File: src/verilog/one_shot_wait_pulse_mode_consts.svh
// Register map, field positions, reset values and widths of the one-shot wait-pulse timer
`ifndef ONE_SHOT_WAIT_PULSE_MODE_CONSTS_SVH
`define ONE_SHOT_WAIT_PULSE_MODE_CONSTS_SVH

// ----------------------------------------------------------------------------
// Register byte offsets
// ----------------------------------------------------------------------------
`define OFS_TIMER_MODE_REG        8'h00
`define OFS_TIMER_CONTROL_ONE     8'h04
`define OFS_TIMER_CONTROL_TWO     8'h08
`define OFS_UP_COUNTER            8'h0c
`define OFS_PERIOD_GENERAL_REG    8'h10
`define OFS_END_POINT_GENERAL_REG 8'h14
`define OFS_WAIT_POINT_GENERAL_REG 8'h18
`define OFS_PORT_A_CONTROL        8'h1c
`define OFS_TIMER_STATUS          8'h20

// ----------------------------------------------------------------------------
// Field positions
// ----------------------------------------------------------------------------
`define BIT_RUN                   0
`define BIT_OUTPUT_LEVEL_B        1
`define LSB_COUNT_SOURCE          4
`define MSB_COUNT_SOURCE          6
`define BIT_CLEAR_SELECT          7
`define BIT_STOP_ON_MATCH         5
`define LSB_TRIGGER_EDGE          6
`define MSB_TRIGGER_EDGE          7
`define FIXED_ONES_CONTROL_TWO    32'h0000_0018
`define BIT_PORT_A_DATA           0
`define BIT_PORT_A_DRIVE          1
`define BIT_PORT_A_LEVEL          2
`define BIT_STATUS_COUNTING       0
`define BIT_STATUS_WAVE           1

// ----------------------------------------------------------------------------
// Reset values and constants
// ----------------------------------------------------------------------------
`define GENERAL_REG_RESET         16'hffff
`define COUNTER_RESET             16'h0000
`define COUNTER_MAX               16'hffff
`define COUNTER_ONE               16'h0001
`define AXI_RESP_OKAY             2'b00
`define AXI_RESP_SLVERR           2'b10

`endif

File: src/verilog/one_shot_wait_pulse_mode_pkg.sv
// Types shared by the one-shot wait-pulse timer files
package one_shot_wait_pulse_mode_pkg;

  typedef enum logic [2:0] {
    SRC_DIV1      = 3'h0,
    SRC_DIV2      = 3'h1,
    SRC_DIV4      = 3'h2,
    SRC_DIV8      = 3'h3,
    SRC_DIV32     = 3'h4,
    SRC_EXT_PIN   = 3'h5,
    SRC_OSC_FAST  = 3'h6,
    SRC_OSC_DIV   = 3'h7
  } count_source_e;

  typedef enum logic [1:0] {
    EDGE_NONE    = 2'h0,
    EDGE_RISING  = 2'h1,
    EDGE_FALLING = 2'h2,
    EDGE_BOTH    = 2'h3
  } trigger_edge_e;

endpackage

File: src/verilog/one_shot_wait_pulse_mode_timer.sv
// One-shot wait-pulse timer with AXI4-Lite register access
//
// Added by the designer: the placing of the registers and the AXI4-Lite slave port.
`timescale 1ns/100ps
`default_nettype none
`include "one_shot_wait_pulse_mode_consts.svh"

module one_shot_wait_pulse_mode_timer #(
  parameter int CNT_WIDTH = 16
) (
  input  wire logic        CLK_SYS,
  input  wire logic        SYS_RST,
  input  wire logic        CLK_EN,
  input  wire logic [7:0]  AWADDR,
  input  wire logic        AWVALID,
  output logic             AWREADY,
  input  wire logic [31:0] WDATA,
  input  wire logic [3:0]  WSTRB,
  input  wire logic        WVALID,
  output logic             WREADY,
  output logic [1:0]       BRESP,
  output logic             BVALID,
  input  wire logic        BREADY,
  input  wire logic [7:0]  ARADDR,
  input  wire logic        ARVALID,
  output logic             ARREADY,
  output logic [31:0]      RDATA,
  output logic [1:0]       RRESP,
  output logic             RVALID,
  input  wire logic        RREADY,
  input  wire logic        IO_PIN_A_IN,
  output logic             IO_PIN_A_OUT,
  output logic             IO_PIN_A_OE,
  input  wire logic        EXTERNAL_COUNT_CLOCK_PIN,
  input  wire logic        FAST_OSC_40MHZ_CLOCK,
  input  wire logic        FAST_OSC_DIVIDED_CLOCK,
  output logic             WAVEFORM_PIN_B,
  output logic             MATCH_PERIOD_EVENT,
  output logic             MATCH_END_EVENT,
  output logic             MATCH_WAIT_EVENT,
  output logic             OVERFLOW_EVENT
);

  // --------------------------------------------------------------------------
  // Bus and register state
  // --------------------------------------------------------------------------
  logic                    aw_held, next_aw_held;
  logic                    w_held, next_w_held;
  logic [7:0]              aw_addr, next_aw_addr;
  logic [31:0]             w_data, next_w_data;
  logic [3:0]              w_strb, next_w_strb;
  logic                    bvalid_q, next_bvalid;
  logic [1:0]              bresp_q, next_bresp;
  logic                    rvalid_q, next_rvalid;
  logic [1:0]              rresp_q, next_rresp;
  logic [31:0]             rdata_q, next_rdata;
  logic                    run_bit, next_run_bit;
  logic                    clear_select, next_clear_select;
  logic                    b_output_level_select, next_b_output_level_select;
  logic [2:0]              count_source, next_count_source;
  logic                    stop_on_match_select, next_stop_on_match_select;
  logic [1:0]              trigger_edge_sel, next_trigger_edge_sel;
  logic [CNT_WIDTH-1:0]    period_general_reg, next_period_general_reg;
  logic [CNT_WIDTH-1:0]    end_point_general_reg, next_end_point_general_reg;
  logic [CNT_WIDTH-1:0]    wait_point_general_reg, next_wait_point_general_reg;
  logic                    port_a_data, next_port_a_data;
  logic                    port_a_drive, next_port_a_drive;
  logic                    wr_fire;
  logic [31:0]             wr_word;

  // --------------------------------------------------------------------------
  // Timer state
  // --------------------------------------------------------------------------
  logic [CNT_WIDTH-1:0]    up_counter, next_up_counter;
  logic                    counting, next_counting;
  logic                    wave_active, next_wave_active;
  logic                    wave_pin, next_wave_pin;
  logic                    trig_s1, next_trig_s1;
  logic                    trig_s2, next_trig_s2;
  logic                    trig_prev, next_trig_prev;
  logic [3:0]              events, next_events;
  logic                    tick;
  logic                    trigger_mode;
  logic                    trigger_hit;
  logic                    run_start;

  // Merge byte lanes of a write into an old word
  function automatic logic [31:0] merge(input logic [31:0] old, input logic [31:0] data,
                                        input logic [3:0] strb);
    for (int i = 0; i < 4; i++) begin
      old[i*8 +: 8] = strb[i] ? data[i*8 +: 8] : old[i*8 +: 8];
    end
    merge = old;
  endfunction

  one_shot_wait_pulse_mode_tick_source #(
    .DIV_WIDTH (5)
  ) u_tick (
    .clk      (CLK_SYS),
    .rst      (SYS_RST),
    .ce       (CLK_EN),
    .sel      (one_shot_wait_pulse_mode_pkg::count_source_e'(count_source)),
    .ext_clk  (EXTERNAL_COUNT_CLOCK_PIN),
    .osc_fast (FAST_OSC_40MHZ_CLOCK),
    .osc_div  (FAST_OSC_DIVIDED_CLOCK),
    .tick     (tick)
  );

  // --------------------------------------------------------------------------
  // AXI4-Lite slave
  // --------------------------------------------------------------------------
  assign AWREADY = CLK_EN && !aw_held && !bvalid_q;
  assign WREADY  = CLK_EN && !w_held && !bvalid_q;
  assign ARREADY = CLK_EN && !rvalid_q;
  assign BVALID  = bvalid_q;
  assign BRESP   = bresp_q;
  assign RVALID  = rvalid_q;
  assign RRESP   = rresp_q;
  assign RDATA   = rdata_q;
  // Write lands once both address and data are held
  assign wr_fire = CLK_EN && aw_held && w_held && !bvalid_q;
  assign wr_word = merge(32'h0000_0000, w_data, w_strb);

  always_comb begin
    next_aw_held = aw_held;
    next_w_held = w_held;
    next_aw_addr = aw_addr;
    next_w_data = w_data;
    next_w_strb = w_strb;
    next_bvalid = bvalid_q;
    next_bresp = bresp_q;
    next_rvalid = rvalid_q;
    next_rresp = rresp_q;
    next_rdata = rdata_q;
    next_run_bit = run_bit;
    next_clear_select = clear_select;
    next_b_output_level_select = b_output_level_select;
    next_count_source = count_source;
    next_stop_on_match_select = stop_on_match_select;
    next_trigger_edge_sel = trigger_edge_sel;
    next_period_general_reg = period_general_reg;
    next_end_point_general_reg = end_point_general_reg;
    next_wait_point_general_reg = wait_point_general_reg;
    next_port_a_data = port_a_data;
    next_port_a_drive = port_a_drive;
    if (AWVALID && AWREADY) begin
      next_aw_held = 1'b1;
      next_aw_addr = AWADDR;
    end
    if (WVALID && WREADY) begin
      next_w_held = 1'b1;
      next_w_data = WDATA;
      next_w_strb = WSTRB;
    end
    if (CLK_EN && bvalid_q && BREADY) begin
      next_bvalid = 1'b0;
    end
    if (wr_fire) begin
      next_aw_held = 1'b0;
      next_w_held = 1'b0;
      next_bvalid = 1'b1;
      next_bresp = `AXI_RESP_OKAY;
      if (aw_addr == `OFS_TIMER_MODE_REG) begin
        if (w_strb[0]) next_run_bit = w_data[`BIT_RUN];
      end else if (aw_addr == `OFS_TIMER_CONTROL_ONE) begin
        if (w_strb[0]) begin
          next_clear_select = w_data[`BIT_CLEAR_SELECT];
          next_count_source = w_data[`MSB_COUNT_SOURCE:`LSB_COUNT_SOURCE];
          next_b_output_level_select = w_data[`BIT_OUTPUT_LEVEL_B];
        end
      end else if (aw_addr == `OFS_TIMER_CONTROL_TWO) begin
        if (w_strb[0]) begin
          next_stop_on_match_select = w_data[`BIT_STOP_ON_MATCH];
          next_trigger_edge_sel = w_data[`MSB_TRIGGER_EDGE:`LSB_TRIGGER_EDGE];
        end
      end else if (aw_addr == `OFS_UP_COUNTER) begin
        next_bresp = `AXI_RESP_OKAY;
      end else if (aw_addr == `OFS_PERIOD_GENERAL_REG) begin
        next_period_general_reg = CNT_WIDTH'(merge(32'(period_general_reg), w_data, w_strb));
      end else if (aw_addr == `OFS_END_POINT_GENERAL_REG) begin
        next_end_point_general_reg = CNT_WIDTH'(merge(32'(end_point_general_reg), w_data,
                                                      w_strb));
      end else if (aw_addr == `OFS_WAIT_POINT_GENERAL_REG) begin
        next_wait_point_general_reg = CNT_WIDTH'(merge(32'(wait_point_general_reg), w_data,
                                                       w_strb));
      end else if (aw_addr == `OFS_PORT_A_CONTROL) begin
        if (w_strb[0]) begin
          next_port_a_data = w_data[`BIT_PORT_A_DATA];
          next_port_a_drive = w_data[`BIT_PORT_A_DRIVE];
        end
      end else if (aw_addr != `OFS_TIMER_STATUS) begin
        next_bresp = `AXI_RESP_SLVERR;
      end
    end
    if (CLK_EN && rvalid_q && RREADY) begin
      next_rvalid = 1'b0;
    end
    if (ARVALID && ARREADY) begin
      next_rvalid = 1'b1;
      next_rresp = `AXI_RESP_OKAY;
      next_rdata = 32'h0000_0000;
      if (ARADDR == `OFS_TIMER_MODE_REG) begin
        next_rdata[`BIT_RUN] = run_bit;
      end else if (ARADDR == `OFS_TIMER_CONTROL_ONE) begin
        next_rdata[`BIT_CLEAR_SELECT] = clear_select;
        next_rdata[`MSB_COUNT_SOURCE:`LSB_COUNT_SOURCE] = count_source;
        next_rdata[`BIT_OUTPUT_LEVEL_B] = b_output_level_select;
      end else if (ARADDR == `OFS_TIMER_CONTROL_TWO) begin
        next_rdata = `FIXED_ONES_CONTROL_TWO;
        next_rdata[`BIT_STOP_ON_MATCH] = stop_on_match_select;
        next_rdata[`MSB_TRIGGER_EDGE:`LSB_TRIGGER_EDGE] = trigger_edge_sel;
      end else if (ARADDR == `OFS_UP_COUNTER) begin
        next_rdata = 32'(up_counter);
      end else if (ARADDR == `OFS_PERIOD_GENERAL_REG) begin
        next_rdata = 32'(period_general_reg);
      end else if (ARADDR == `OFS_END_POINT_GENERAL_REG) begin
        next_rdata = 32'(end_point_general_reg);
      end else if (ARADDR == `OFS_WAIT_POINT_GENERAL_REG) begin
        next_rdata = 32'(wait_point_general_reg);
      end else if (ARADDR == `OFS_PORT_A_CONTROL) begin
        next_rdata[`BIT_PORT_A_DATA] = port_a_data;
        next_rdata[`BIT_PORT_A_DRIVE] = port_a_drive;
        next_rdata[`BIT_PORT_A_LEVEL] = trig_s2;
      end else if (ARADDR == `OFS_TIMER_STATUS) begin
        next_rdata[`BIT_STATUS_COUNTING] = counting;
        next_rdata[`BIT_STATUS_WAVE] = wave_active;
      end else begin
        next_rresp = `AXI_RESP_SLVERR;
      end
    end
  end

  always_ff @(posedge CLK_SYS) begin
    if (SYS_RST) begin
      aw_held <= 1'b0;
      w_held <= 1'b0;
      aw_addr <= 8'h00;
      w_data <= 32'h0000_0000;
      w_strb <= 4'h0;
      bvalid_q <= 1'b0;
      bresp_q <= `AXI_RESP_OKAY;
      rvalid_q <= 1'b0;
      rresp_q <= `AXI_RESP_OKAY;
      rdata_q <= 32'h0000_0000;
      run_bit <= 1'b0;
      clear_select <= 1'b0;
      b_output_level_select <= 1'b0;
      count_source <= 3'h0;
      stop_on_match_select <= 1'b0;
      trigger_edge_sel <= 2'h0;
      period_general_reg <= `GENERAL_REG_RESET;
      end_point_general_reg <= `GENERAL_REG_RESET;
      wait_point_general_reg <= `GENERAL_REG_RESET;
      port_a_data <= 1'b0;
      port_a_drive <= 1'b0;
    end else begin
      aw_held <= next_aw_held;
      w_held <= next_w_held;
      aw_addr <= next_aw_addr;
      w_data <= next_w_data;
      w_strb <= next_w_strb;
      bvalid_q <= next_bvalid;
      bresp_q <= next_bresp;
      rvalid_q <= next_rvalid;
      rresp_q <= next_rresp;
      rdata_q <= next_rdata;
      run_bit <= next_run_bit;
      clear_select <= next_clear_select;
      b_output_level_select <= next_b_output_level_select;
      count_source <= next_count_source;
      stop_on_match_select <= next_stop_on_match_select;
      trigger_edge_sel <= next_trigger_edge_sel;
      period_general_reg <= next_period_general_reg;
      end_point_general_reg <= next_end_point_general_reg;
      wait_point_general_reg <= next_wait_point_general_reg;
      port_a_data <= next_port_a_data;
      port_a_drive <= next_port_a_drive;
    end
  end

  // --------------------------------------------------------------------------
  // Counter and waveform; this block holds only this mode
  // --------------------------------------------------------------------------
  assign trigger_mode = (trigger_edge_sel != one_shot_wait_pulse_mode_pkg::EDGE_NONE) && stop_on_match_select;
  assign trigger_hit  = CLK_EN && (
    ((trigger_edge_sel == one_shot_wait_pulse_mode_pkg::EDGE_RISING) && trig_s2 && !trig_prev) ||
    ((trigger_edge_sel == one_shot_wait_pulse_mode_pkg::EDGE_FALLING) && !trig_s2 && trig_prev) ||
    ((trigger_edge_sel == one_shot_wait_pulse_mode_pkg::EDGE_BOTH) && (trig_s2 != trig_prev)));
  // Start by software only when the trigger path is not in use
  assign run_start = wr_fire && (aw_addr == `OFS_TIMER_MODE_REG) && w_strb[0] &&
                     w_data[`BIT_RUN] && !trigger_mode;

  always_comb begin
    next_up_counter = up_counter;
    next_counting = counting;
    next_wave_active = wave_active;
    next_trig_s1 = trig_s1;
    next_trig_s2 = trig_s2;
    next_trig_prev = trig_prev;
    next_events = 4'h0;
    next_wave_pin = wave_pin;
    if (CLK_EN) begin
      next_trig_s1 = IO_PIN_A_IN;
      next_trig_s2 = trig_s1;
      next_trig_prev = trig_s2;
      if (run_start) begin
        next_counting = 1'b1;
      end else if (!run_bit) begin
        next_counting = 1'b0;
        next_wave_active = 1'b0;
      end else if (trigger_mode && trigger_hit) begin
        next_counting = 1'b1;
        next_up_counter = `COUNTER_RESET;
        next_wave_active = 1'b0;
      end else if (counting && tick) begin
        next_up_counter = up_counter + `COUNTER_ONE;
        if (up_counter == wait_point_general_reg) begin
          next_wave_active = 1'b1;
          next_events[2] = 1'b1;
        end
        if (up_counter == end_point_general_reg) begin
          next_wave_active = 1'b0;
          next_events[1] = 1'b1;
        end
        if (up_counter == `COUNTER_MAX) begin
          next_events[3] = 1'b1;
        end
        if (up_counter == period_general_reg) begin
          next_events[0] = 1'b1;
          if (clear_select) begin
            next_up_counter = `COUNTER_RESET;
          end
          if (stop_on_match_select) begin
            next_counting = 1'b0;
            next_wave_active = 1'b0;
            if (!clear_select) begin
              next_up_counter = up_counter;
            end
          end
        end
      end
      // Software write of the counter overrides a same-cycle tick
      if (wr_fire && (aw_addr == `OFS_UP_COUNTER)) begin
        next_up_counter = CNT_WIDTH'(merge(32'(up_counter), w_data, w_strb));
      end
      next_wave_pin = next_wave_active ^ next_b_output_level_select;
    end
  end

  always_ff @(posedge CLK_SYS) begin
    if (SYS_RST) begin
      up_counter <= `COUNTER_RESET;
      counting <= 1'b0;
      wave_active <= 1'b0;
      wave_pin <= 1'b0;
      trig_s1 <= 1'b0;
      trig_s2 <= 1'b0;
      trig_prev <= 1'b0;
      events <= 4'h0;
    end else begin
      up_counter <= next_up_counter;
      counting <= next_counting;
      wave_active <= next_wave_active;
      wave_pin <= next_wave_pin;
      trig_s1 <= next_trig_s1;
      trig_s2 <= next_trig_s2;
      trig_prev <= next_trig_prev;
      events <= next_events;
    end
  end

  assign WAVEFORM_PIN_B     = wave_pin;
  assign MATCH_PERIOD_EVENT = events[0];
  assign MATCH_END_EVENT    = events[1];
  assign MATCH_WAIT_EVENT   = events[2];
  assign OVERFLOW_EVENT     = events[3];
  // Pin A never drives while it serves as the trigger input
  assign IO_PIN_A_OUT = port_a_data;
  assign IO_PIN_A_OE  = port_a_drive && (trigger_edge_sel == one_shot_wait_pulse_mode_pkg::EDGE_NONE);

  logic unused_bits;
  assign unused_bits = ^wr_word;

endmodule

`default_nettype wire

File: src/verilog/one_shot_wait_pulse_mode_tick_source.sv
// Count source selection: system clock prescaler and synchronised clock pins
`timescale 1ns/100ps
`default_nettype none

module one_shot_wait_pulse_mode_tick_source #(
  parameter int DIV_WIDTH = 5
) (
  input  wire logic                   clk,
  input  wire logic                   rst,
  input  wire logic                   ce,
  input  wire one_shot_wait_pulse_mode_pkg::count_source_e sel,
  input  wire logic                   ext_clk,
  input  wire logic                   osc_fast,
  input  wire logic                   osc_div,
  output logic                        tick
);

  logic [DIV_WIDTH-1:0] div_cnt;
  logic [DIV_WIDTH-1:0] next_div_cnt;
  logic [2:0]           sync_a;
  logic [2:0]           sync_b;
  logic [2:0]           prev_c;
  logic [2:0]           next_sync_a;
  logic [2:0]           next_sync_b;
  logic [2:0]           next_prev_c;
  logic [2:0]           rise;

  // Tick on the cycle where the low bits of the prescaler are all ones
  function automatic logic div_hit(input logic [DIV_WIDTH-1:0] cnt, input int bits);
    logic [DIV_WIDTH-1:0] mask;
    mask = DIV_WIDTH'((1 << bits) - 1);
    div_hit = ((cnt & mask) == mask);
  endfunction

  // --------------------------------------------------------------------------
  // Pin synchronisers, edge detect compares the second stage with its one-cycle-delayed copy
  // --------------------------------------------------------------------------
  always_comb begin
    next_sync_a = sync_a;
    next_sync_b = sync_b;
    next_prev_c = prev_c;
    next_div_cnt = div_cnt;
    if (ce) begin
      next_sync_a = {osc_div, osc_fast, ext_clk};
      next_sync_b = sync_a;
      next_prev_c = sync_b;
      next_div_cnt = div_cnt + DIV_WIDTH'(1);
    end
  end

  always_ff @(posedge clk) begin
    if (rst) begin
      sync_a  <= 3'h0;
      sync_b  <= 3'h0;
      prev_c  <= 3'h0;
      div_cnt <= '0;
    end else begin
      sync_a  <= next_sync_a;
      sync_b  <= next_sync_b;
      prev_c  <= next_prev_c;
      div_cnt <= next_div_cnt;
    end
  end

  assign rise = sync_b & ~prev_c;

  // --------------------------------------------------------------------------
  // Source select
  // --------------------------------------------------------------------------
  always_comb begin
    case (sel)
      one_shot_wait_pulse_mode_pkg::SRC_DIV1:     tick = ce;
      one_shot_wait_pulse_mode_pkg::SRC_DIV2:     tick = ce && div_hit(div_cnt, 1);
      one_shot_wait_pulse_mode_pkg::SRC_DIV4:     tick = ce && div_hit(div_cnt, 2);
      one_shot_wait_pulse_mode_pkg::SRC_DIV8:     tick = ce && div_hit(div_cnt, 3);
      one_shot_wait_pulse_mode_pkg::SRC_DIV32:    tick = ce && div_hit(div_cnt, 5);
      one_shot_wait_pulse_mode_pkg::SRC_EXT_PIN:  tick = ce && rise[0];
      one_shot_wait_pulse_mode_pkg::SRC_OSC_FAST: tick = ce && rise[1];
      default:                tick = ce && rise[2];
    endcase
  end

endmodule

`default_nettype wire

File: config.mk
export PLATFORM = sky130hd
export DESIGN_NAME = one_shot_wait_pulse_mode_timer
export DESIGN_NICKNAME = d
export VERILOG_FILES = /design/src/verilog/one_shot_wait_pulse_mode_pkg.sv /design/src/verilog/one_shot_wait_pulse_mode_timer.sv /design/src/verilog/one_shot_wait_pulse_mode_tick_source.sv
export VERILOG_INCLUDE_DIRS = /design/src /design/src/verilog
export SDC_FILE = /design/constraint.sdc
export NUM_CORES = 1
export LEC_CHECK = 0
export ABC_AREA = 1
export BUFFER_PORTS_ARGS = -buffer_cell sky130_fd_sc_hd__buf_4
export CAP_MARGIN = 5
export CORE_MARGIN = 2
export CORE_UTILIZATION = 45
export CTS_BUF_LIST = sky130_fd_sc_hd__clkbuf_16
export DETAILED_ROUTE_END_ITERATION = 7
export HOLD_SLACK_MARGIN = 0.1
export MAX_ROUTING_LAYER = met4
export PLACE_DENSITY = 0.68
export SLEW_MARGIN = 5
export SYNTH_ARGS = -nofsm -noshare
export SYNTH_HDL_FRONTEND = slang
export SYNTH_SLANG_ARGS = --single-unit
File: constraint.sdc
create_clock -name CLK_SYS -period 4.87 [get_ports CLK_SYS]
set_clock_uncertainty 0.2 [all_clocks]
set_input_delay 0.7305 -clock CLK_SYS [delete_from_list [all_inputs] [get_ports CLK_SYS]]
set_output_delay 0.7305 -clock CLK_SYS [all_outputs]
set_load 0.01 [all_outputs]
==> impl_metrics.py, run 1 <==
metrics = {
    "logic_synthesis": {
        "ys_types": 43,
        "synth_seq_area_share_pct": 38.91,
        "netlist_area_sq_um": 7564,
        "synth_edf_count": 0,
        "ys_ff_latch": 147,
        "syn-instance-count": 1103,
        "synth-main-ff-cell": "dfxtp_1",
        "async_flop_share_pct": 0,
        "avgSynthCellArea_sq_um": 6.857,
        "yosys_warnings": 0,
    },
    "worst_setup_path": {
        "cp-start-kind": "input port",
        "max_stage_delay_ps": 680,
        "crit_slowest_cell": "nor3_2",
        "path_max_fanout": 23,
        "worstSetupPathType": "in -> reg",
        "arrival_ps": 3260,
        "crit_required_ps": 5030,
        "cp-end-kind": "register",
        "cp_cell_sequence": "buf_4 -> inv_2 -> nor2_1 -> nand2_1 -> buf_4 -> nor2_1 -> inv_1 -> nor3_2 -> o211ai_1 -> a21oi_1",
        "cp_top_family": "simple AND/OR/NAND/NOR gates",
        "critPathBufInv": 4,
    },
    "timing": {
        "rsz0062_at_grt": "no",
        "timing.setup.tns_ps": 0,
        "worst_pin_slew_ps": 1002,
        "report.final.slew_viol_count": 0,
        "setup_viol": 0,
        "layout_setup_ws_ps": 1763,
        "slew_headroom_pct": 33.23,
        "period_needed_ps": 3107,
        "hold_viol": 0,
        "finalCritPeriodShare_pct": 63.79,
        "fmax_mhz": 321.9,
    },
    "cts": {
        "h-tree-depth": 4,
        "cts.sinks": 147,
        "ctsLongestPathBuffers": 2,
        "cts_tree": "yes",
        "cts_buffers": 17,
        "cts_resized": 0,
        "cts_setup_buffers": 0,
        "cts_hold_buf": 0,
        "clk_latency_ps": 430,
        "clkTransAtPathRegs_ps": 60,
        "root_buffer": "clkbuf_16",
    },
    "floorplan": {
        "initial_utilization_pct": 45.77,
        "core-area_sq_um": 16520,
        "die_w_microns": 133.6,
        "die-area_sq_um": 17860,
        "rows": 47,
        "io_pins": 112,
        "die_h_microns": 133.6,
    },
    "routing": {
        "drt_iter0_drc": 660,
        "routed_wl_mm": 22.55,
        "route.vias.total": 7354,
        "routedWlPerCell_microns": 16.33,
        "first_pass_iters": 5,
        "drcViolationCount": 0,
        "vias_per_cell": 5.325,
        "ant_nets": 0,
    },
    "power_and_ir_drop": {
        "p_leak_nw": 3.940,
        "powerDensity_nw_per_um2": 298.1,
        "peakVddDrop_v": 0.0002477,
    },
    "global_route": {
        "antenna_found_initial": 0,
        "grt_max_degree": 64,
        "grt_pass1_wl_mm": 35.66,
        "grt_overflow": 0,
        "grt_pass1_vias": 6697,
        "grt_usage_pct": 26.43,
    },
    "layout": {
        "antennaDiodeCount": 0,
        "nets": 1217,
        "syn_to_final_growth_pct": 14.51,
        "drive_gt1_share_pct": 11.63,
        "utilization_pct": 52.41,
    },
    "worst_hold_path": {
        "hp-class": "reg -> reg",
    },
    "placed_design": {
        "post-place-ws_ps": 1388,
        "dpl.hpwl_mm": 16.38,
        "numPortBuffers": 75,
        "gp_congestion": 1.003,
    },
    "job": {
        "cap_violations": 0,
    },
    "outcome": {
        "status": "complete, no violations",
    },
}
[cells in the final DEF (no fill, tap or decap), types with 13 or more instances in the layout]
| master | synthesis | routed |
|---|---|---|
| a21oi_1 | 86 | 86 |
| nand2_1 | 257 | 257 |
| o211ai_1 | 70 | 70 |
| inv_1 | 119 | 122 |
| conb_1 | 1 | 18 |
| o21ai_1 | 13 | 13 |
| xor2_1 | 21 | 21 |
| nand3_1 | 30 | 30 |
| o21ai_0 | 86 | 86 |
| clkbuf_16 | 0 | 17 |
| nor2_1 | 111 | 111 |
| nor3_1 | 14 | 14 |
| dfxtp_1 | 147 | 147 |
| buf_4 | 18 | 80 |
[metrics by stage]
stage	power (mW)	hold slack (ps)	instance area, sq um	cells
2_1_floorplan	1.393	233.3	7627	1120
3_3_place_gp	1.456	244.8	8157	1350
3_5_place_dp	1.460	254.4	8157	1350
4_1_cts	2.597	263.4	8661	1381
5_1_grt	2.681	274.0	8661	1381
6_report	2.582	259.8	8661	1381
[synthesized netlist by cell type, types with 2 or more instances]
cell	n	area share, %
inv_2	10	0.50
a22oi_1	4	0.40
o211ai_1	70	6.9
clkbuf_1	36	1.8
nand3_1	30	2.0
nand4_1	7	0.58
o2111ai_1	3	0.35
xnor2_1	4	0.46
buf_6	2	0.30
nand2_1	257	13
nand2_2	3	0.25
o21ai_0	86	5.7
o21ai_2	2	0.23
o221ai_1	2	0.23
nor3_1	14	0.93
a31oi_1	3	0.25
ha_1	4	0.66
nor2_1	111	5.5
nor2_2	5	0.41
o21ai_1	13	0.86
clkbuf_2	3	0.20
xor2_1	21	2.4
o22ai_1	5	0.41
a41oi_1	3	0.35
nor3_2	3	0.40
buf_2	11	0.73
inv_1	119	5.9
nor4_1	5	0.41
dfxtp_1	147	39
a21oi_1	86	5.7
a211oi_1	5	0.50
buf_4	18	1.8
[final timing paths]
path                           end  slack (ps)         startpoint  cells past startpoint
hold / removal    u_tick.prev_c[0]         260   u_tick.prev_c[0]                      2
setup / recovery          RDATA[9]        1760             CLK_EN                     10
hold reg to reg   u_tick.prev_c[0]         260   u_tick.prev_c[0]                      2
setup reg to reg    up_counter[15]        2110  u_tick.div_cnt[0]                     15
[worst reg2reg max path, delay by kind of cell (launching register included)]
kind                       cells  cell delay, ps
AOI/OAI and AO/OA              3             350
adders and majority gates      2             400
buffers and inverters          1             230
DFF                            1             390
and+or+nand+nor                9            1100
[metal layers]
metal / vias up / share of wire, % / global-route usage (%)
met1: 3378 / 46 / 34.22
met2: 225 / 46 / 40.26
met5: - / 0 / -
li1: 3709 / - / -
met4: 0 / 3.2 / 12.23
met3: 42 / 5.5 / 4.680
[area by class of cell]
type,count,area (sq um)
clock buffers,17,425.4
fillers,1688,7864
flip-flops and latches,147,2943
inverters,129,484.2
well taps,220,275.3
multi-input cells,773,3834
repair buffers,81,620.6
clock inverters,14,78.83
[power breakdown]
part / switching [mW] / internal (mW) / total [mW]
clock network: 0.514 / 0.634 / 1.15
logic: 0.116 / 0.0626 / 0.179
registers: 0.0228 / 1.23 / 1.26
total: 0.653 / 1.93 / 2.58
[kinds of logic after synthesis]
family	after synthesis	synth area share [%]
compound gates	285	22.23
xor+xnor	25	2.895
fa+ha+maj	4	0.6617
buf+inv	200	11.25
flops	147	38.91
other cells	1	0.04958
simple gates	441	24.00
(Power assumes the default switching activity.)
==> run 2: changes to the inputs <==
--- a/config.mk
+++ b/config.mk
@@ -15,7 +15,7 @@
 export DETAILED_ROUTE_END_ITERATION = 7
 export HOLD_SLACK_MARGIN = 0.1
 export MAX_ROUTING_LAYER = met4
-export PLACE_DENSITY = 0.68
+export PLACE_DENSITY = 0.71
 export SLEW_MARGIN = 5
 export SYNTH_ARGS = -nofsm -noshare
 export SYNTH_HDL_FRONTEND = slang
==> constraint.sdc (replaced) <==
create_clock -name CLK_SYS -period 2.5 [get_ports CLK_SYS]
set_clock_uncertainty 0.2 [all_clocks]
set_input_delay 0.375 -clock CLK_SYS [delete_from_list [all_inputs] [get_ports CLK_SYS]]
set_output_delay 0.375 -clock CLK_SYS [all_outputs]
set_load 0.01 [all_outputs]
==> impl_metrics.py, run 2 (synthesis results as in run 1) <==
metrics = {
    "floorplan": {
        "core-area_sq_um": 16520,
        "die_w_microns": 133.6,
        "initial_utilization_pct": 45.77,
        "die_h_microns": 133.6,
        "rows": 47,
        "die-area_sq_um": 17860,
        "io_pins": 112,
    },
    "outcome": {
        "status": "complete, no violations",
    },
    "layout": {
        "antennaDiodeCount": 0,
        "final_cell_mix": "nand2_1, dfxtp_1, inv_1",
        "nets": 1287,
        "final_cells": 1449,
        "syn_to_final_growth_pct": 23.66,
        "drive_gt1_share_pct": 14.73,
        "fill_cells": 1579,
        "final_common_cell": "nand2_1",
    },
    "cts": {
        "clk_latency_ps": 440,
        "cts_buffers": 17,
        "cts_tree": "yes",
        "root_buffer": "clkbuf_16",
        "clkTransAtPathRegs_ps": 60,
        "ctsLongestPathBuffers": 2,
        "cts.sinks": 147,
        "h-tree-depth": 4,
    },
    "power_and_ir_drop": {
        "peakVddDrop_v": 0.0005255,
        "netSwitchingFraction_pct": 24.14,
        "p_sw_mw": 1.274,
        "powerDensity_nw_per_um2": 564.1,
        "combPwrFrac_pct": 7.7,
        "sequentialPowerShare_pct": 46.3,
        "p_clk_share_pct": 46.0,
        "power.internal_mw": 4.002,
        "p_leak_nw": 4.285,
    },
    "routing": {
        "vias_per_cell": 5.246,
        "drt_iter0_drc": 681,
        "routed_wl_mm": 21.99,
        "ant_nets": 0,
        "drcViolationCount": 0,
        "routed.top_layer": "met4",
        "met2_wirelength_mm": 9.842,
        "route.vias.total": 7601,
        "routedWlPerCell_microns": 15.18,
        "wl_met3_mm": 1.473,
        "first_pass_iters": 6,
        "wl_met1_mm": 10.04,
    },
    "timing": {
        "worst_pin_slew_ps": 816.3,
        "rsz0062_at_grt": "no",
        "report.final.slew_viol_count": 0,
        "finalCritPeriodShare_pct": 92.84,
        "period_needed_ps": 2321,
        "timing.setup.tns_ps": 0,
        "hold_viol": 0,
        "fmax_mhz": 430.8,
        "setup_viol": 0,
        "slew_headroom_pct": 45.29,
    },
    "placed_design": {
        "gp_congestion": 0.9812,
        "numPortBuffers": 75,
        "dpl.hpwl_mm": 15.95,
        "dp.cells": 1390,
    },
    "job": {
        "cap_violations": 0,
    },
    "worst_setup_path": {
        "worstReg2RegStart": "u_tick.div_cnt[0]",
        "worstSetupPathType": "reg -> reg",
        "crit_required_ps": 2660,
        "cp-end-kind": "register",
        "cp-start-kind": "register",
        "path_max_fanout": 11,
        "crit_path_start": "u_tick.div_cnt[0]",
        "arrival_ps": 2480,
    },
    "worst_hold_path": {
        "hp-class": "in -> reg",
        "worstHoldStart": "WDATA[7]",
    },
    "global_route": {
        "grt_max_degree": 40,
        "grt_overflow": 0,
        "grt_pass1_vias": 6825,
        "grt_pass1_wl_mm": 34.78,
        "antenna_found_initial": 0,
        "grt_usage_pct": 25.38,
    },
}
[run 2: changes by cell type in the layout (fill, tap and decap cells not counted), moves of 2 or more]
cell           change
dfxtp_1            -2
inv_2              -2
buf_12             +2
dlygate4sd3_1     +30
inv_1              -2
bufinv_16          +2
dfxtp_2            +2
inv_4              +2
buf_4             +38
[run 2: final timing paths]
check / slack (ps) / endpoint / depth (start not counted)
worst min-delay path: 100 / w_data[7] / 3
worst max register to register: 180 / up_counter[0] / 15
worst max-delay path: 180 / up_counter[0] / 15
worst min register to register: 260 / u_tick.prev_c[0] / 2
[run 2: power by group through the flow]
stage	Clock, mW	Sequential, mW	Combinational (mW)
5_1_grt	2.53	2.45	0.452
2_1_floorplan	0	2.48	0.231
6_report	2.43	2.44	0.407
4_1_cts	2.45	2.44	0.404
3_3_place_gp	0	2.49	0.361
3_5_place_dp	0	2.49	0.365
[run 2: timing repair]
action,CTS,global route
endpoints found under the setup margin,0,14
setup buffers,0,0
hold buffers,30,0
hold endpoints to repair,33,0
gates resized for setup,0,9
[run 2: final cells by class]
class | count | area, sq um | share of cell area (%)
Inverter | 129 | 489.2 | 5.231
Tap cell | 220 | 275.3 | 2.943
Multi-Input combinational cell | 773 | 3850 | 41.16
Clock inverter | 12 | 121.4 | 1.298
Sequential cell | 147 | 2945 | 31.49
Clock buffer | 17 | 425.4 | 4.548
Timing Repair Buffer | 151 | 1246 | 13.32
[run 2: routing by layer]
metal | GRT usage [%] | up-vias
li1 | - | 3838
met1 | 34.45 | 3433
met5 | - | -
met4 | 10.52 | 0
met2 | 37.80 | 273
met3 | 3.881 | 57
[run 2: per-stage QoR]
stage | area [sq um] | util (%) | worst slack, ps | hold WS, ps | total power, mW
CTS | 9329 | 56.45 | 67.49 | 103.3 | 5.295
global placement | 8482 | 51.33 | 105.3 | 243.6 | 2.851
detailed placement | 8482 | 51.33 | 86.74 | 250.1 | 2.856
finish | 9353 | 56.60 | 178.9 | 101.1 | 5.276
global route | 9353 | 56.60 | 6.735 | 132.5 | 5.427
floorplan | 7627 | - | 296.9 | 233.3 | 2.713
[run 2: worst max-delay path, stage by stage, from the launching register on]
cell	delay, ps
dfxtp_1	370
ha_2	210
nand2_1	60
nor2_1	90
ha_1	150
o21ai_1	50
nand3_1	100
nand2_1	60
nor2_1	130
buf_4	170
o21ai_4	70
nor2_2	100
nand2_2	130
inv_4	150
o21ai_0	90
a21oi_1	120
==> run 3: changes to the inputs <==
--- a/config.mk
+++ b/config.mk
@@ -10,13 +10,14 @@
 export BUFFER_PORTS_ARGS = -buffer_cell sky130_fd_sc_hd__buf_4
 export CAP_MARGIN = 5
 export CORE_MARGIN = 2
-export CORE_UTILIZATION = 45
+export CORE_UTILIZATION = 52
 export CTS_BUF_LIST = sky130_fd_sc_hd__clkbuf_16
 export DETAILED_ROUTE_END_ITERATION = 7
 export HOLD_SLACK_MARGIN = 0.1
 export MAX_ROUTING_LAYER = met4
-export PLACE_DENSITY = 0.71
+export PLACE_DENSITY = 0.79
 export SLEW_MARGIN = 5
 export SYNTH_ARGS = -nofsm -noshare
 export SYNTH_HDL_FRONTEND = slang
+export SYNTH_HIERARCHICAL = 1
 export SYNTH_SLANG_ARGS = --single-unit
==> impl_metrics.py, run 3 <==
metrics = {
    "routing": {
        "ant_nets": 0,
        "routedWlPerCell_microns": 15.96,
        "first_pass_iters": 7,
        "drcViolationCount": 0,
        "drt_iter0_drc": 814,
        "routed_wl_mm": 23.74,
        "vias_per_cell": 5.471,
        "route.vias.total": 8136,
    },
    "timing": {
        "layout_setup_ws_ps": 129.2,
        "report.final.slew_viol_count": 0,
        "finalCritPeriodShare_pct": 94.83,
        "fmax_mhz": 421.8,
        "worst_pin_slew_ps": 578.1,
        "period_needed_ps": 2371,
        "setup_viol": 0,
        "hold_viol": 0,
        "timing.setup.tns_ps": 0,
        "slew_headroom_pct": 61.05,
        "whs_ps": 120.6,
    },
    "global_route": {
        "grt_overflow": 0,
        "grt_pass1_vias": 7409,
        "grt_pass1_wl_mm": 37.72,
        "grt_max_degree": 46,
        "grt_usage_pct": 30.62,
        "antenna_found_initial": 0,
    },
    "logic_synthesis": {
        "netlist_area_sq_um": 7905,
        "syn-instance-count": 1166,
        "synth-main-ff-cell": "dfxtp_1",
        "yosys_warnings": 6,
        "synth_seq_area_share_pct": 37.23,
        "yosysMostFrequentCell": "nand2_1",
        "synth_compound_area_share_pct": 19.36,
        "synthMuxAreaShare_pct": 0,
        "ys_top_cells_by_count": "nand2_1, dfxtp_1, inv_1, nor2_1, a21oi_1",
        "yosys.area_share.simple_pct": 29.85,
        "synth_xor_area_share_pct": 1.219,
        "netlist.area_leader.share_pct": 37.23,
        "ys_types": 46,
        "synth_top_family_by_area": "simple AND/OR/NAND/NOR gates",
        "synth_fa_ha_area_share_pct": 0.6331,
        "synth_top_area_cell": "dfxtp_1",
        "synth_area_leaders": "dfxtp_1, nand2_1, o211ai_1, inv_1, a21oi_1",
        "ys_ff_latch": 147,
        "synth_edf_count": 0,
        "async_flop_share_pct": 0,
        "avgSynthCellArea_sq_um": 6.780,
    },
    "cts": {
        "ctsLongestPathBuffers": 2,
        "clk_latency_ps": 430,
        "cts_buffers": 17,
        "cts_tree": "yes",
        "root_buffer": "clkbuf_16",
        "cts_setup_buffers": 0,
        "h-tree-depth": 4,
        "cts.sinks": 147,
        "clkTransAtPathRegs_ps": 60,
    },
    "floorplan": {
        "initial_utilization_pct": 52.58,
        "rows": 45,
        "core-area_sq_um": 15030,
        "die_h_microns": 127.3,
        "die-area_sq_um": 16200,
        "die_w_microns": 127.3,
        "io_pins": 112,
    },
    "worst_setup_path": {
        "cp-start-kind": "register",
        "cp-end-kind": "register",
        "path_max_fanout": 13,
        "crit_required_ps": 2620,
        "worstSetupPathType": "reg -> reg",
        "arrival_ps": 2490,
    },
    "power_and_ir_drop": {
        "p_leak_nw": 4.744,
        "power.internal_mw": 4.220,
        "p_sw_mw": 1.319,
        "sequentialPowerShare_pct": 43.8,
        "netSwitchingFraction_pct": 23.81,
        "powerDensity_nw_per_um2": 571.9,
        "combPwrFrac_pct": 7.7,
        "peakVddDrop_v": 0.0004770,
        "p_clk_share_pct": 48.5,
    },
    "layout": {
        "syn_to_final_growth_pct": 22.52,
        "utilization_pct": 64.43,
        "final_cell_mix": "nand2_1, dfxtp_1, inv_1",
        "antennaDiodeCount": 0,
        "drive_gt1_share_pct": 16.17,
        "final_common_cell": "nand2_1",
        "fill_cells": 1294,
        "nets": 1354,
        "fin_area_sq_um": 9686,
    },
    "placed_design": {
        "dpl_cell_area_sq_um": 8750,
        "gp_congestion": 0.9909,
        "post-place-ws_ps": 118.2,
        "numPortBuffers": 75,
        "dpl.hpwl_mm": 16.69,
    },
    "job": {
        "cap_violations": 0,
    },
    "outcome": {
        "status": "complete, no violations",
    },
    "worst_hold_path": {
        "hp-class": "in -> reg",
    },
}
==> run 3: power by group through the flow <==
stage / sequential, mW / combinational (mW) / clock [mW]
final: 2.43 / 0.428 / 2.69
after floorplan: 2.47 / 0.243 / 0
after global routing: 2.43 / 0.467 / 2.83
after global placement: 2.48 / 0.374 / 0
after detailed placement: 2.48 / 0.377 / 0
after CTS: 2.43 / 0.418 / 2.70
==> run 3: critical path, cell delays in order, from the launching register on <==
cell	delay, ps
dfxtp_1	350
ha_1	180
and3_1	170
ha_1	130
o21ai_0	80
nand3_1	100
nand2_1	60
nor2_2	160
nand2_2	110
o21ai_2	170
buf_12	140
nand3_4	160
nor2_1	190
nor2_2	50
==> run 3: kinds of logic (layout without fill, tap and decap cells) <==
group,Yosys count,after routing
AO/OA/AOI/OAI,252,252
buffers and inverters,211,327
XOR/XNOR,11,11
adder cells (fa/ha/maj),4,4
other,1,18
flip-flops,147,147
AND/OR/NAND/NOR,540,540
==> run 3: cell type report <==
| class | instances | area, sq um | area share [%] |
|---|---|---|---|
| clock buffer | 17 | 425.4 | 4.392 |
| clock inverter | 15 | 191.4 | 1.976 |
| inverter | 149 | 566.8 | 5.852 |
| multi-input combinational | 825 | 4113 | 42.46 |
| sequential | 147 | 2943 | 30.38 |
| tap | 188 | 235.2 | 2.429 |
| timing repair buffer | 146 | 1211 | 12.50 |
==> run 3: per-stage QoR <==
step | cells | power, mW
6_report | 1487 | 5.539
5_1_grt | 1487 | 5.727
4_1_cts | 1487 | 5.549
3_5_place_dp | 1424 | 2.854
3_3_place_gp | 1424 | 2.850
2_1_floorplan | 1183 | 2.714
==> run 3: timing repair <==
item / 4_1_cts / 5_1_grt
resized for setup: 0 / 3
endpoints found under the hold margin: 34 / 0
setup endpoints to repair: 0 / 15
hold buffers: 31 / 0
==> run 3: final timing paths <==
check,endpoint,startpoint,slack [ps],depth (start not counted)
setup / recovery,up_counter[15],u_tick/div_cnt[1],130,13
hold reg to reg,u_tick/sync_a[0],u_tick/sync_a[0],260,2
setup reg to reg,up_counter[15],u_tick/div_cnt[1],130,13
hold / removal,trig_s2,SYS_RST,120,4
==> run 3: routing by layer <==
| layer | GRT usage (%) | part of all wire, % | up-vias |
|---|---|---|---|
| li1 | - | - | 4017 |
| met5 | - | 0 | - |
| met3 | 5.360 | 6.8 | 69 |
| met1 | 38.24 | 43 | 3695 |
| met4 | 15.19 | 4.3 | 0 |
| met2 | 47.97 | 46 | 355 |
